<file path="src/shared/owdl_consts.svh">
// Constants of the single-wire debug link physical layer
`ifndef OWDL_CONSTS_SVH
`define OWDL_CONSTS_SVH

// ----------------------------------------
// Clock and sampling
// ----------------------------------------
`define OWDL_CLK_HZ 200000000
`define OWDL_SYNC_BITS 8
`define OWDL_SAMPLES_PER_BIT 16
`define OWDL_ACC_STEP (`OWDL_SYNC_BITS * `OWDL_SAMPLES_PER_BIT)
`define OWDL_VOTE_FIRST 7
`define OWDL_VOTE_LAST 9
`define OWDL_FRAME_BITS 12
`define OWDL_BREAK_TICKS (`OWDL_FRAME_BITS * `OWDL_SAMPLES_PER_BIT)
`define OWDL_PER_W 26

// ----------------------------------------
// Clock speed selection and baud windows
// ----------------------------------------
`define OWDL_SEL_16M 2'h1
`define OWDL_SEL_8M 2'h2
`define OWDL_SEL_4M 2'h3
`define OWDL_SEL_DEFAULT `OWDL_SEL_4M
`define OWDL_MAXBAUD_16M 900000
`define OWDL_MAXBAUD_8M 450000
`define OWDL_MAXBAUD_4M 225000
`define OWDL_MINBAUD_16M 300
`define OWDL_MINBAUD_8M 150
`define OWDL_MINBAUD_4M 75
`define OWDL_DEF_BAUD 225000

// ----------------------------------------
// Enable, timeout and pin protection
// ----------------------------------------
`define OWDL_PIN_GPIO 2'h0
`define OWDL_PIN_DEBUG 2'h1
`define OWDL_SYNC_TIMEOUT_US 13500
`define OWDL_SYNC_TIMEOUT_CYC (`OWDL_SYNC_TIMEOUT_US * (`OWDL_CLK_HZ / 1000000))
`define OWDL_GPIO_PROT_SLOW_CYC 768

// ----------------------------------------
// Register port
// ----------------------------------------
`define OWDL_REG_CTRL_A 4'h0
`define OWDL_REG_CTRL_B 4'h1
`define OWDL_REG_STATUS 4'h2
`define OWDL_CLKSEL_LSB 0
`define OWDL_DISABLE_BIT 2

`endif

</file>
<file path="src/shared/owdl_pkg.sv">
// Types of the single-wire debug link physical layer
package owdl_pkg;

	typedef enum logic [8:0]
	{
		ST_OFF       = 9'h001,
		ST_ARMED     = 9'h002,
		ST_HOLD      = 9'h004,
		ST_IDLE      = 9'h008,
		ST_SYNC      = 9'h010,
		ST_SYNC_TAIL = 9'h020,
		ST_RX        = 9'h040,
		ST_TX        = 9'h080,
		ST_ERROR     = 9'h100
	} owdl_state_t;

endpackage
</file>
<file path="src/design/owdl_bit_sampler.sv">
// Fractional 16x bit timer with three-sample majority vote
`timescale 1ns/10ps
`include "owdl_consts.svh"

module owdl_bit_sampler
(
	input wire logic clk_i,
	input wire logic rst_n_i,
	input wire logic restart_i,
	input wire logic line_i,
	input wire logic [`OWDL_PER_W-1:0] period_i,
	output logic tick_o,
	output logic bit_o,
	output logic bit_valid_o,
	output logic bit_end_o
);
	localparam logic [`OWDL_PER_W:0] STEP = (`OWDL_PER_W+1)'(`OWDL_ACC_STEP);
	localparam logic [3:0] VOTE_A = 4'(`OWDL_VOTE_FIRST - 1);
	localparam logic [3:0] VOTE_C = 4'(`OWDL_VOTE_LAST - 1);

	logic [`OWDL_PER_W:0] acc;
	logic [3:0] idx;
	logic [1:0] votes;
	logic hit;

	// Period spans eight bits; adding 128 per clock gives 16 ticks a bit with the remainder carried
	assign hit = (acc + STEP) >= {1'b0, period_i};

	// ----------------------------------------
	// Tick generation
	// ----------------------------------------
	always_ff @(posedge clk_i)
	begin
		if (!rst_n_i || restart_i)
		begin
			acc <= '0;
			idx <= 4'h0;
			tick_o <= 1'b0;
		end
		else if (hit)
		begin
			acc <= acc + STEP - {1'b0, period_i};
			idx <= idx + 4'h1;
			tick_o <= 1'b1;
		end
		else
		begin
			acc <= acc + STEP;
			tick_o <= 1'b0;
		end
	end

	// ----------------------------------------
	// Majority vote on samples 7, 8 and 9
	// ----------------------------------------
	always_ff @(posedge clk_i)
	begin
		if (!rst_n_i || restart_i)
		begin
			votes <= 2'h0;
			bit_o <= 1'b1;
			bit_valid_o <= 1'b0;
			bit_end_o <= 1'b0;
		end
		else
		begin
			bit_valid_o <= hit && (idx == VOTE_C);
			bit_end_o <= hit && (idx == 4'hF);
			if (hit && (idx == VOTE_A))
				votes[0] <= line_i;
			if (hit && (idx == VOTE_A + 4'h1))
				votes[1] <= line_i;
			if (hit && (idx == VOTE_C))
				bit_o <= (votes[0] & votes[1]) | (votes[0] & line_i) | (votes[1] & line_i);
		end
	end

endmodule

</file>
<file path="src/design/owdl_phy.sv">
// Physical layer of the single-wire half-duplex debug link
`timescale 1ns/10ps
`include "owdl_consts.svh"

module owdl_phy #(
	parameter int SYNC_TIMEOUT_CYC = `OWDL_SYNC_TIMEOUT_CYC
)
(
	input wire logic clk_i,
	input wire logic rst_n_i,
	input wire logic sys_rst_i,
	input wire logic slow_osc_tick_i,
	input wire logic [1:0] reset_pin_function_select_i,
	input wire logic hv_pulse_i,
	input wire logic osc_ready_i,
	input wire logic pin_i,
	output logic pin_o,
	output logic pin_oe_o,
	output logic pin_pullup_o,
	output logic pin_debug_o,
	output logic osc_req_o,
	input wire logic gpio_out_i,
	input wire logic gpio_oe_i,
	input wire logic [3:0] reg_addr_i,
	input wire logic [7:0] reg_wdata_i,
	input wire logic reg_wr_i,
	input wire logic reg_rd_i,
	output logic [7:0] reg_rdata_o,
	output logic [7:0] rx_data_o,
	output logic rx_valid_o,
	input wire logic expect_data_i,
	input wire logic [7:0] tx_data_i,
	input wire logic tx_valid_i,
	output logic tx_ready_o,
	output logic link_err_o
);
	localparam int CPB = `OWDL_CLK_HZ / 1;
	localparam logic [`OWDL_PER_W-1:0] T_MIN_16M = `OWDL_PER_W'((CPB / `OWDL_MAXBAUD_16M) * `OWDL_SYNC_BITS);
	localparam logic [`OWDL_PER_W-1:0] T_MIN_8M = `OWDL_PER_W'((CPB / `OWDL_MAXBAUD_8M) * `OWDL_SYNC_BITS);
	localparam logic [`OWDL_PER_W-1:0] T_MIN_4M = `OWDL_PER_W'((CPB / `OWDL_MAXBAUD_4M) * `OWDL_SYNC_BITS);
	localparam logic [`OWDL_PER_W-1:0] T_MAX_16M = `OWDL_PER_W'((CPB / `OWDL_MINBAUD_16M) * `OWDL_SYNC_BITS);
	localparam logic [`OWDL_PER_W-1:0] T_MAX_8M = `OWDL_PER_W'((CPB / `OWDL_MINBAUD_8M) * `OWDL_SYNC_BITS);
	localparam logic [`OWDL_PER_W-1:0] T_MAX_4M = `OWDL_PER_W'((CPB / `OWDL_MINBAUD_4M) * `OWDL_SYNC_BITS);
	localparam logic [`OWDL_PER_W-1:0] T_DEFAULT = `OWDL_PER_W'((CPB / `OWDL_DEF_BAUD) * `OWDL_SYNC_BITS);
	localparam logic [21:0] TIMEOUT_LAST = 22'(SYNC_TIMEOUT_CYC - 1);
	localparam logic [7:0] BREAK_LAST = 8'(`OWDL_BREAK_TICKS - 1);
	localparam logic [9:0] PROT_CYC = 10'(`OWDL_GPIO_PROT_SLOW_CYC);

	owdl_pkg::owdl_state_t state;
	logic pin_q;
	logic hv_q;
	logic hv_mode;
	logic first_sync;
	logic sync_expected;
	logic [1:0] clk_sel;
	logic [`OWDL_PER_W-1:0] period;
	logic [`OWDL_PER_W-1:0] meas_cnt;
	logic [`OWDL_PER_W-1:0] t_min;
	logic [`OWDL_PER_W-1:0] t_max;
	logic [2:0] edge_cnt;
	logic [3:0] bit_idx;
	logic [7:0] rx_sh;
	logic [11:0] tx_sh;
	logic [21:0] to_cnt;
	logic [7:0] low_ticks;
	logic [9:0] prot_cnt;
	logic s_tick;
	logic s_bit;
	logic s_bit_valid;
	logic s_bit_end;
	logic fall;
	logic port_on;
	logic hv_rise;
	logic dis_wr;
	logic listening;
	logic break_det;
	logic tx_take;
	logic samp_restart;
	logic rx_bad;
	logic sync_last_edge;

	assign fall = pin_q & ~pin_i;
	assign hv_rise = hv_pulse_i & ~hv_q;
	assign port_on = hv_mode || (reset_pin_function_select_i == `OWDL_PIN_DEBUG);
	assign dis_wr = reg_wr_i && (reg_addr_i == `OWDL_REG_CTRL_B) && reg_wdata_i[`OWDL_DISABLE_BIT];
	assign listening = state inside {owdl_pkg::ST_IDLE, owdl_pkg::ST_SYNC, owdl_pkg::ST_SYNC_TAIL,
		owdl_pkg::ST_RX, owdl_pkg::ST_ERROR};
	assign break_det = listening && s_tick && !pin_i && (low_ticks == BREAK_LAST);
	assign tx_take = tx_valid_i && tx_ready_o && (state == owdl_pkg::ST_IDLE) && !fall;
	assign sync_last_edge = fall && (state == owdl_pkg::ST_SYNC) && (edge_cnt == 3'h3);
	assign samp_restart = (fall && (state == owdl_pkg::ST_IDLE)) || sync_last_edge || tx_take;

	always_comb
	begin
		unique case (bit_idx)
			4'h0: rx_bad = s_bit;
			4'h9: rx_bad = (^rx_sh) ^ s_bit;
			4'hA, 4'hB: rx_bad = !s_bit;
			default: rx_bad = 1'b0;
		endcase
	end

	always_comb
	begin
		unique case (clk_sel)
			`OWDL_SEL_16M:
			begin
				t_min = T_MIN_16M;
				t_max = T_MAX_16M;
			end
			`OWDL_SEL_8M:
			begin
				t_min = T_MIN_8M;
				t_max = T_MAX_8M;
			end
			default:
			begin
				t_min = T_MIN_4M;
				t_max = T_MAX_4M;
			end
		endcase
	end

	owdl_bit_sampler u_sampler
	(
		.clk_i(clk_i),
		.rst_n_i(rst_n_i),
		.restart_i(samp_restart),
		.line_i(pin_i),
		.period_i(period),
		.tick_o(s_tick),
		.bit_o(s_bit),
		.bit_valid_o(s_bit_valid),
		.bit_end_o(s_bit_end)
	);

	// ----------------------------------------
	// Edge history and high-voltage mode
	// ----------------------------------------
	always_ff @(posedge clk_i)
	begin
		if (!rst_n_i)
		begin
			pin_q <= 1'b1;
			hv_q <= 1'b0;
			hv_mode <= 1'b0;
		end
		else
		begin
			pin_q <= pin_i;
			hv_q <= hv_pulse_i;
			if (hv_rise)
				hv_mode <= 1'b1;
		end
	end

	// ----------------------------------------
	// Link state machine
	// ----------------------------------------
	always_ff @(posedge clk_i)
	begin
		if (!rst_n_i)
		begin
			state <= owdl_pkg::ST_OFF;
			osc_req_o <= 1'b0;
			first_sync <= 1'b0;
			sync_expected <= 1'b1;
			clk_sel <= `OWDL_SEL_DEFAULT;
			period <= T_DEFAULT;
		end
		// port reset, back to waiting for enable pulse
		else if (hv_rise || dis_wr || !port_on)
		begin
			state <= (port_on || hv_rise) ? owdl_pkg::ST_ARMED : owdl_pkg::ST_OFF;
			osc_req_o <= 1'b0;
			first_sync <= 1'b0;
			sync_expected <= 1'b1;
			clk_sel <= `OWDL_SEL_DEFAULT;
			period <= T_DEFAULT;
		end
		else if (break_det)
		begin
			state <= owdl_pkg::ST_IDLE;
			first_sync <= 1'b0;
			sync_expected <= 1'b1;
			clk_sel <= `OWDL_SEL_DEFAULT;
		end
		else
		begin
			if (reg_wr_i && (reg_addr_i == `OWDL_REG_CTRL_A))
				clk_sel <= reg_wdata_i[`OWDL_CLKSEL_LSB +: 2];
			unique case (state)
				owdl_pkg::ST_OFF:
					state <= owdl_pkg::ST_ARMED;
				owdl_pkg::ST_ARMED:
					if (fall)
					begin
						state <= owdl_pkg::ST_HOLD;
						osc_req_o <= 1'b1;
					end
				owdl_pkg::ST_HOLD:
					if (osc_ready_i)
					begin
						state <= owdl_pkg::ST_IDLE;
						first_sync <= 1'b1;
						sync_expected <= 1'b1;
					end
				owdl_pkg::ST_IDLE:
					if (first_sync && (to_cnt == TIMEOUT_LAST))
					begin
						state <= owdl_pkg::ST_ARMED;
						osc_req_o <= 1'b0;
						first_sync <= 1'b0;
					end
					else if (fall)
						state <= sync_expected ? owdl_pkg::ST_SYNC : owdl_pkg::ST_RX;
					else if (tx_take)
						state <= owdl_pkg::ST_TX;
				owdl_pkg::ST_SYNC:
					// bad first sync disables, later ones are errors
					if ((meas_cnt > t_max) || (sync_last_edge && (meas_cnt + 1'b1 < t_min)))
					begin
						state <= first_sync ? owdl_pkg::ST_ARMED : owdl_pkg::ST_ERROR;
						osc_req_o <= osc_req_o && !first_sync;
						first_sync <= 1'b0;
					end
					else if (sync_last_edge)
					begin
						period <= meas_cnt + 1'b1;
						state <= owdl_pkg::ST_SYNC_TAIL;
						first_sync <= 1'b0;
						sync_expected <= 1'b0;
					end
				owdl_pkg::ST_SYNC_TAIL:
					// Skip rest of sync frame; leave mid last stop so a back-to-back start is seen
					if (s_bit_valid && (bit_idx == 4'h3))
						state <= owdl_pkg::ST_IDLE;
				owdl_pkg::ST_RX:
					if (s_bit_valid && rx_bad)
						state <= owdl_pkg::ST_ERROR;
					else if (s_bit_valid && (bit_idx == 4'hB))
					begin
						state <= owdl_pkg::ST_IDLE;
						sync_expected <= !expect_data_i;
					end
				owdl_pkg::ST_TX:
					if (s_bit_end && (bit_idx == 4'hB))
					begin
						state <= owdl_pkg::ST_IDLE;
						sync_expected <= !expect_data_i;
					end
				owdl_pkg::ST_ERROR:
					// only a break or a port reset leaves this state
					state <= owdl_pkg::ST_ERROR;
			endcase
		end
	end

	// ----------------------------------------
	// Measurement, timeout and break counters
	// ----------------------------------------
	always_ff @(posedge clk_i)
	begin
		if (!rst_n_i || (state != owdl_pkg::ST_SYNC))
		begin
			meas_cnt <= '0;
			edge_cnt <= 3'h0;
		end
		else
		begin
			meas_cnt <= meas_cnt + 1'b1;
			if (fall)
				edge_cnt <= edge_cnt + 3'h1;
		end
	end

	always_ff @(posedge clk_i)
	begin
		if (!rst_n_i || (state != owdl_pkg::ST_IDLE) || !first_sync)
			to_cnt <= 22'h0;
		else
			to_cnt <= to_cnt + 22'h1;
	end

	always_ff @(posedge clk_i)
	begin
		if (!rst_n_i || !listening || pin_i)
			low_ticks <= 8'h00;
		else if (s_tick && (low_ticks != BREAK_LAST + 8'h01))
			low_ticks <= low_ticks + 8'h01;
	end

	// ----------------------------------------
	// Frame shifters
	// ----------------------------------------
	always_ff @(posedge clk_i)
	begin
		if (!rst_n_i)
		begin
			bit_idx <= 4'h0;
			rx_sh <= 8'h00;
			tx_sh <= 12'hFFF;
			rx_data_o <= 8'h00;
			rx_valid_o <= 1'b0;
		end
		else
		begin
			rx_valid_o <= 1'b0;
			if (samp_restart)
				bit_idx <= 4'h0;
			if (tx_take)
				// start, data LSB first, even parity, two stops
				tx_sh <= {2'b11, ^tx_data_i, tx_data_i, 1'b0};
			else if ((state == owdl_pkg::ST_TX) && s_bit_end)
				tx_sh <= {1'b1, tx_sh[11:1]};
			if (!samp_restart && s_bit_valid && (state == owdl_pkg::ST_RX))
			begin
				bit_idx <= bit_idx + 4'h1;
				if ((bit_idx >= 4'h1) && (bit_idx <= 4'h8))
					rx_sh <= {s_bit, rx_sh[7:1]};
				if ((bit_idx == 4'hB) && !rx_bad)
				begin
					rx_data_o <= rx_sh;
					rx_valid_o <= 1'b1;
				end
			end
			else if (!samp_restart && s_bit_end && (state inside {owdl_pkg::ST_TX, owdl_pkg::ST_SYNC_TAIL}))
				bit_idx <= bit_idx + 4'h1;
		end
	end

	// ----------------------------------------
	// GPIO output protection window
	// ----------------------------------------
	// count slow oscillator cycles
	always_ff @(posedge clk_i)
	begin
		if (!rst_n_i || sys_rst_i)
			prot_cnt <= 10'h000;
		else if (slow_osc_tick_i && (prot_cnt != PROT_CYC))
			prot_cnt <= prot_cnt + 10'h001;
	end

	// ----------------------------------------
	// Pin and status outputs
	// ----------------------------------------
	always_ff @(posedge clk_i)
	begin
		if (!rst_n_i)
		begin
			pin_o <= 1'b1;
			pin_oe_o <= 1'b0;
			pin_pullup_o <= 1'b0;
			pin_debug_o <= 1'b0;
			tx_ready_o <= 1'b0;
			link_err_o <= 1'b0;
		end
		else
		begin
			pin_debug_o <= port_on;
			pin_pullup_o <= port_on;
			tx_ready_o <= (state == owdl_pkg::ST_IDLE) && !sync_expected && !tx_take && !fall;
			link_err_o <= (state == owdl_pkg::ST_ERROR);
			// drive in hold or transmit, or from the GPIO inputs when the port is off in GPIO mode
			if (state == owdl_pkg::ST_HOLD)
			begin
				pin_o <= 1'b0;
				pin_oe_o <= 1'b1;
			end
			else if (state == owdl_pkg::ST_TX)
			begin
				pin_o <= tx_sh[0];
				pin_oe_o <= 1'b1;
			end
			else if (!port_on && (reset_pin_function_select_i == `OWDL_PIN_GPIO))
			begin
				pin_o <= gpio_out_i;
				pin_oe_o <= gpio_oe_i && !sys_rst_i && (prot_cnt == PROT_CYC);
			end
			else
			begin
				pin_o <= 1'b1;
				pin_oe_o <= 1'b0;
			end
		end
	end

	// Read data stand one cycle, zero otherwise
	always_ff @(posedge clk_i)
	begin
		if (!rst_n_i || !reg_rd_i)
			reg_rdata_o <= 8'h00;
		else if (reg_addr_i == `OWDL_REG_CTRL_A)
			reg_rdata_o <= {6'h00, clk_sel};
		else if (reg_addr_i == `OWDL_REG_STATUS)
			reg_rdata_o <= {hv_mode, osc_req_o, state == owdl_pkg::ST_ERROR, first_sync, sync_expected,
				state == owdl_pkg::ST_IDLE, state == owdl_pkg::ST_ARMED, state == owdl_pkg::ST_OFF};
		else
			reg_rdata_o <= 8'h00;
	end

endmodule

</file>
<file path="config.mk">
export PLATFORM = sky130hd
export DESIGN_NAME = owdl_phy
export DESIGN_NICKNAME = d
export VERILOG_FILES = /design/src/shared/owdl_pkg.sv /design/src/design/owdl_bit_sampler.sv /design/src/design/owdl_phy.sv
export VERILOG_INCLUDE_DIRS = /design/src /design/src/shared
export SDC_FILE = /design/constraint.sdc
export NUM_CORES = 1
export LEC_CHECK = 0
export ABC_AREA = 1
export BUFFER_PORTS_ARGS = -buffer_cell sky130_fd_sc_hd__buf_2
export CORE_UTILIZATION = 50
export CTS_CLUSTER_DIAMETER = 80
export DETAILED_ROUTE_END_ITERATION = 10
export GPL_ROUTABILITY_DRIVEN = 1
export PLACE_DENSITY = 0.75
export SKIP_CTS_REPAIR_TIMING = 1
export SYNTH_ARGS = -nofsm -noshare
export SYNTH_HDL_FRONTEND = slang
export SYNTH_SLANG_ARGS = --single-unit
</file>
<file path="constraint.sdc">
create_clock -name clk_i -period 4.7 [get_ports clk_i]
set_input_delay 0.94 -clock clk_i [delete_from_list [all_inputs] [get_ports clk_i]]
set_output_delay 0.94 -clock clk_i [all_outputs]
set_load 0.01 [all_outputs]
</file>
* After elaboration in Yosys (flattened, before gate mapping) *
Cells that the tools add are included.

word-level totals
  flip-flop bits (word level) = 193
  input bits = 35
  output and inout port bits = 24
  word-level logic and storage cells = 249

cells by class
  $add $sub $neg = 9
  $lt $le $gt $ge = 5
  equality and inequality tests = 47
  multiplexer cells = 49
  bitwise operators = 14
  reductions and logical operators = 91

operator list
  kind                     number
  $mux W9                  14
  $pmux W9 S9              1
  $pmux W25 S2             1
  $logic_and A1 B1 Y1      38
  $add A27 B8 Y27 const B  1
  $ge A27 B26 Y1           1
  $mux W27                 1
  $sub A27 B26 Y27         1
  $add A26 B1 Y26 const B  1
  $gt A26 B26 Y1           1
  $lt A26 B26 Y1           1
  $pmux W13 S2             1
  $add A22 B1 Y22 const B  1
  $eq A22 B22 Y1 const B   1
  $eq A4 B4 Y1 const B     5
  $mux W10                 2
  $mux W1                  18
  $reduce_xor A8 Y1        2
  $logic_or A1 B1 Y1       15
  $logic_not A1 Y1         14
  $ne A2 B2 Y1 const B     7
  $reduce_and A7 Y1        2
  $mux W4                  3
  $ne A4 B4 Y1 const B     3
  other kinds (52)         80

* Logic depth before layout (Yosys ltp) *
  word-level depth = 11
  depth in mapped cells = 23
  depth with buffers taken out = 22

* Hierarchy *
Synthesis repeated with hierarchy kept, for this count alone.

unflattened totals
  cells, all modules = 1898
  area total of the unflattened synthesis = 12340.6 µm²

modules (own cells, without submodules)
  module            times used  cells each  area each (µm²)  seq. area each (µm²)
  owdl_phy          1           1220        8444.3           3123.0
  owdl_bit_sampler  1           678         3896.2           740.7

* Worst setup path before layout *
Ideal clock, no wire load.

  path type = flip-flop to flip-flop
  start point = register u_sampler.acc[7]
  end point = register u_sampler.acc[17]
  setup time = 65 ps
  arrival = 3345 ps
  required time = 4635 ps
  path slack = 1290 ps
  cell stages (with the launch flop) = 24
  clock period less this slack = 3410 ps
  cells stage by stage = dfxtp_1 > ha_1 > nand3_1 > nor2_1 > nand3_1 > nor2_1 > nand4_1 > nor2_1 > nand2_1 > xor2_1 > inv_1 > ha_1 > nand2_1 > nor2_1 > inv_1 > nor3_1 > nand3_1 > o41ai_1 > nor2_1 > nand2_1 > buf_4 > buf_6 > o21ai_0 > nor2_1

between the ends
  cells in the longest elaborated chain, start to end = 3
  elaborated cells between the ends (all ways) = 4
  classes of those cells = add/sub (2); order compare (1); mux (1)

RTL lines
  element                                             RTL line                                                                text
  from (decl)                                         owdl_bit_sampler.sv:21                                                  logic [`OWDL_PER_W:0] acc;
  from (signal assigned)                              owdl_bit_sampler.sv:42                                                  acc <= acc + STEP - {1'b0, period_i};
  from (signal assigned)                              owdl_bit_sampler.sv:48                                                  acc <= acc + STEP;
  $add A27 B8 Y27 *                                   owdl_bit_sampler.sv:27, owdl_bit_sampler.sv:42, owdl_bit_sampler.sv:48
  $sub A27 B26 Y27 or $ge A27 B26 Y1 (tied branches)  owdl_bit_sampler.sv:42, owdl_bit_sampler.sv:27
  $mux W27 *                                          owdl_bit_sampler.sv:40                                                  else if (hit)

Mark *: on every way between the ends. The rest lies on a longest branch, timed or not.
A chain may end at the register's enable or synchronous reset.

* Worst setup path after layout *
  start point = register u_sampler.acc[7]
  end point = register u_sampler.acc[11]

The elaborated chain is that of the path after synthesis.

==> impl_metrics.json <==
{
  "crit_chain": "ha_1, nand3_1, nor2_1, nand3_1, nor2_1, nand4_1, nor2_1, nand2_1, xor2_1, inv_1, ha_1, nand2_1, nor2_1, inv_1, nor3_1, nand3_1, o41ai_1, nor2_1, nand2_4, buf_4, o21ai_0, nor2_1",
  "hold_ws_ps": 453,
  "fmax_mhz": 238,
  "nFillCells": 2096,
  "antenna_cells": 0,
  "critPathKind": "reg -> reg",
  "rr_worst_depth": 22,
  "cpMaxStageDelayCell": "ha_1",
  "ff2ff_setup_slack_ps": 490,
  "avgViaCountPerCell": 5.39,
  "grt-ovfl-total": 0,
  "path_max_fanout": 18,
  "drt_wl_total_mm": 27.6,
  "grt_max_degree": 46,
  "numClockSinks": 193,
  "post-dp-hpwl_mm": 20.6,
  "hold_viol": 0,
  "die_w_um": 153,
  "finalClockSkew_ps": 14.0,
  "synth_top_area_share_pct": 33.8,
  "layout-drive-gt1-share_pct": 9.07,
  "ff_latch_area_sq_um": 3860,
  "area_growth_pct": 9.79,
  "power.density_nw_per_um2": 401,
  "startpoint": "u_sampler.acc[7]",
  "yosys-top-cells-area": "dfxtp_1, nand2_1, ha_1",
  "fin_crit_sh_pct": 89.5,
  "maxSlewViolCount": 0,
  "async_flop_share_pct": 0,
  "maxCapViolCount": 0,
  "grt_usage_pct": 24.0,
  "grt_pass1_vias": 9890,
  "initial_utilization_pct": 51.7,
  "synth_edf_count": 0,
  "final_common_cell": "nand2_1",
  "core-area_sq_um": 22100,
  "drt_iter0_drc": 740,
  "hp-class": "reg -> reg",
  "timing.rr.start": "u_sampler.acc[7]",
  "syn_nets": 1766,
  "ios": 59,
  "synth-main-ff-cell": "dfxtp_1",
  "drc": 0,
  "final_cell_mix": "nand2_1, nor2_1, inv_1",
  "synth_top_cell_by_area": "dfxtp_1",
  "cts_inserted_buffers": 17,
  "critPathMaxStageDelay_ps": 380,
  "drtPass1Iterations": 5,
  "multi_input_area_sq_um": 6510,
  "vias": 10800,
  "fin_setup_tns_ps": 0,
  "cts_root_buf": "clkbuf_16",
  "fin_cells": 2000,
  "ys_seq_elements": 193,
  "antenna_found_initial": 0,
  "syn_area_sq_um": 11400,
  "ys_types": 62,
  "setup_viol": 0,
  "cts_buffer_depth": 2,
  "tritoncts": "yes",
  "final_nets": 1814,
  "num_rows": 54,
  "clkLatencyLatePin_ps": 450,
  "ant_nets": 0,
  "finish.utilization_pct": 56.8,
  "clkTransAtPathRegs_ps": 90,
  "path_common_cell": "nor2_1",
  "period_minus_slack_ps": 4210,
  "end_kind": "flop",
  "worstMarginPinSlew_ps": 1080,
  "worstSetupStartpointType": "flop",
  "cp.required_ps": 5070,
  "peakVddDrop_v": 0.000283,
  "rr_endpoint": "u_sampler.acc[11]",
  "leakage_nw": 5.45,
  "status": "completed",
  "syn_inst": 1659,
  "synth.yosys.seq_area_share_pct": 33.8,
  "port_buffers": 53,
  "maxSlewHeadroom_pct": 27.8,
  "worstPathArrival_ps": 4580,
  "ys_warn_count": 0,
  "die_h_um": 153,
  "rsz0062_at_grt": "false",
  "avgSynthCellArea_sq_um": 6.88,
  "htreeDepth": 4,
  "post_drt_wl_per_cell_um": 13.8,
  "gp_congestion": 0.913,
  "dieArea_sq_um": 23500,
  "dpl.cell_count": 1968,
  "cp-endpoint": "u_sampler.acc[11]",
  "grt_pass1_wl_mm": 46.2
}
==> synth_stat cells, types with 2 or more instances <==
cell / instances
nand2_1: 310
nor2_1: 228
inv_1: 214
dfxtp_1: 193
a21oi_1: 127
nand3_1: 103
ha_1: 71
o21ai_0: 67
nand4_1: 50
nor3_1: 46
xor2_1: 36
o21ai_1: 24
xnor2_1: 24
inv_2: 19
clkbuf_1: 13
nor2_2: 11
nor4_1: 11
a31oi_1: 8
nor3b_1: 8
or2_2: 8
a21o_1: 7
buf_6: 6
o21a_1: 6
buf_2: 5
nand2_2: 5
o211ai_1: 5
a211oi_2: 4
and3_1: 4
o21bai_1: 4
a21oi_2: 2
buf_1: 2
buf_4: 2
clkbuf_2: 2
nand3_2: 2
nand3b_1: 2
nor3_2: 2
o2111ai_1: 2
o31ai_1: 2
==> metrics by stage <==
step / area, sq um / total power [mW] / worst slack, ps
after detailed placement: 11900 / 3.51 / 340
after global routing: 12500 / 5.37 / 66.4
final: 12500 / 5.03 / 494
after global placement: 11900 / 3.47 / 469
after floorplan: 11400 / 3.18 / 1290
after CTS: 12500 / 5.02 / 284
==> state kept, by name, indices dropped and copies added (netlist names), 8 cells and up <==
name           cells
meas_cnt          26
to_cnt            22
prot_cnt          10
low_ticks          8
state              9
tx_sh             10
rx_sh              8
period            26
rx_data_o          8
reg_rdata_o        8
u_sampler.acc     27
==> kinds of logic after synthesis <==
kind of cell | after synthesis | share of synthesized area, %
DFF | 193 | 33.8
buffers and inverters | 265 | 9.27
xor gates and xnor gates | 60 | 4.60
and+or+nand+nor | 796 | 30.8
AOI/OAI and AO/OA | 272 | 13.5
adders and majority gates | 73 | 8.04
==> cell type report <==
class / instances / area share (%)
multi-input cells: 1201 / 51.9
flip-flops and latches: 193 / 30.8
inverters: 235 / 7.07
clock buffers: 18 / 3.50
well taps: 280 / 2.79
repair buffers: 59 / 2.47
clock inverters: 14 / 1.44
==> worst min path at each step <==
stage / end / slack [ps] / depth (start not counted) / start
2_1_floorplan: to_cnt[0] / 420 / 1 / to_cnt[0]
3_3_place_gp: to_cnt[0] / 430 / 1 / to_cnt[0]
3_5_place_dp: to_cnt[0] / 440 / 1 / to_cnt[0]
4_1_cts: to_cnt[0] / 450 / 1 / to_cnt[0]
5_1_grt: rx_data_o[4] / 480 / 2 / rx_data_o[4]
6_report: to_cnt[0] / 450 / 1 / to_cnt[0]
==> layer usage <==
layer / GRT usage, % / share of wire, % / vias to the layer above
met2: 41.3 / 47 / 287
met5: 0 / 0 / -
li1: - / - / 5564
met4: 8.90 / 2.2 / 0
met3: 3.52 / 4.1 / 53
met1: 30.2 / 46 / 4868
==> where the power goes <==
part	internal (mW)	switching (mW)
sequential	1.75	0.0933
combinational	0.600	1.09
clock	0.741	0.759
==> critical path, delay by kind of cell (launching register included) <==
family                   cells  cell delay (ps)
flip-flops                   1              370
AND/OR/NAND/NOR             14             2250
buffers and inverters        3              410
adder cells (fa/ha/maj)      2              580
XOR/XNOR                     1              130
AO/OA/AOI/OAI                2              360
(Power assumes the default switching activity.)
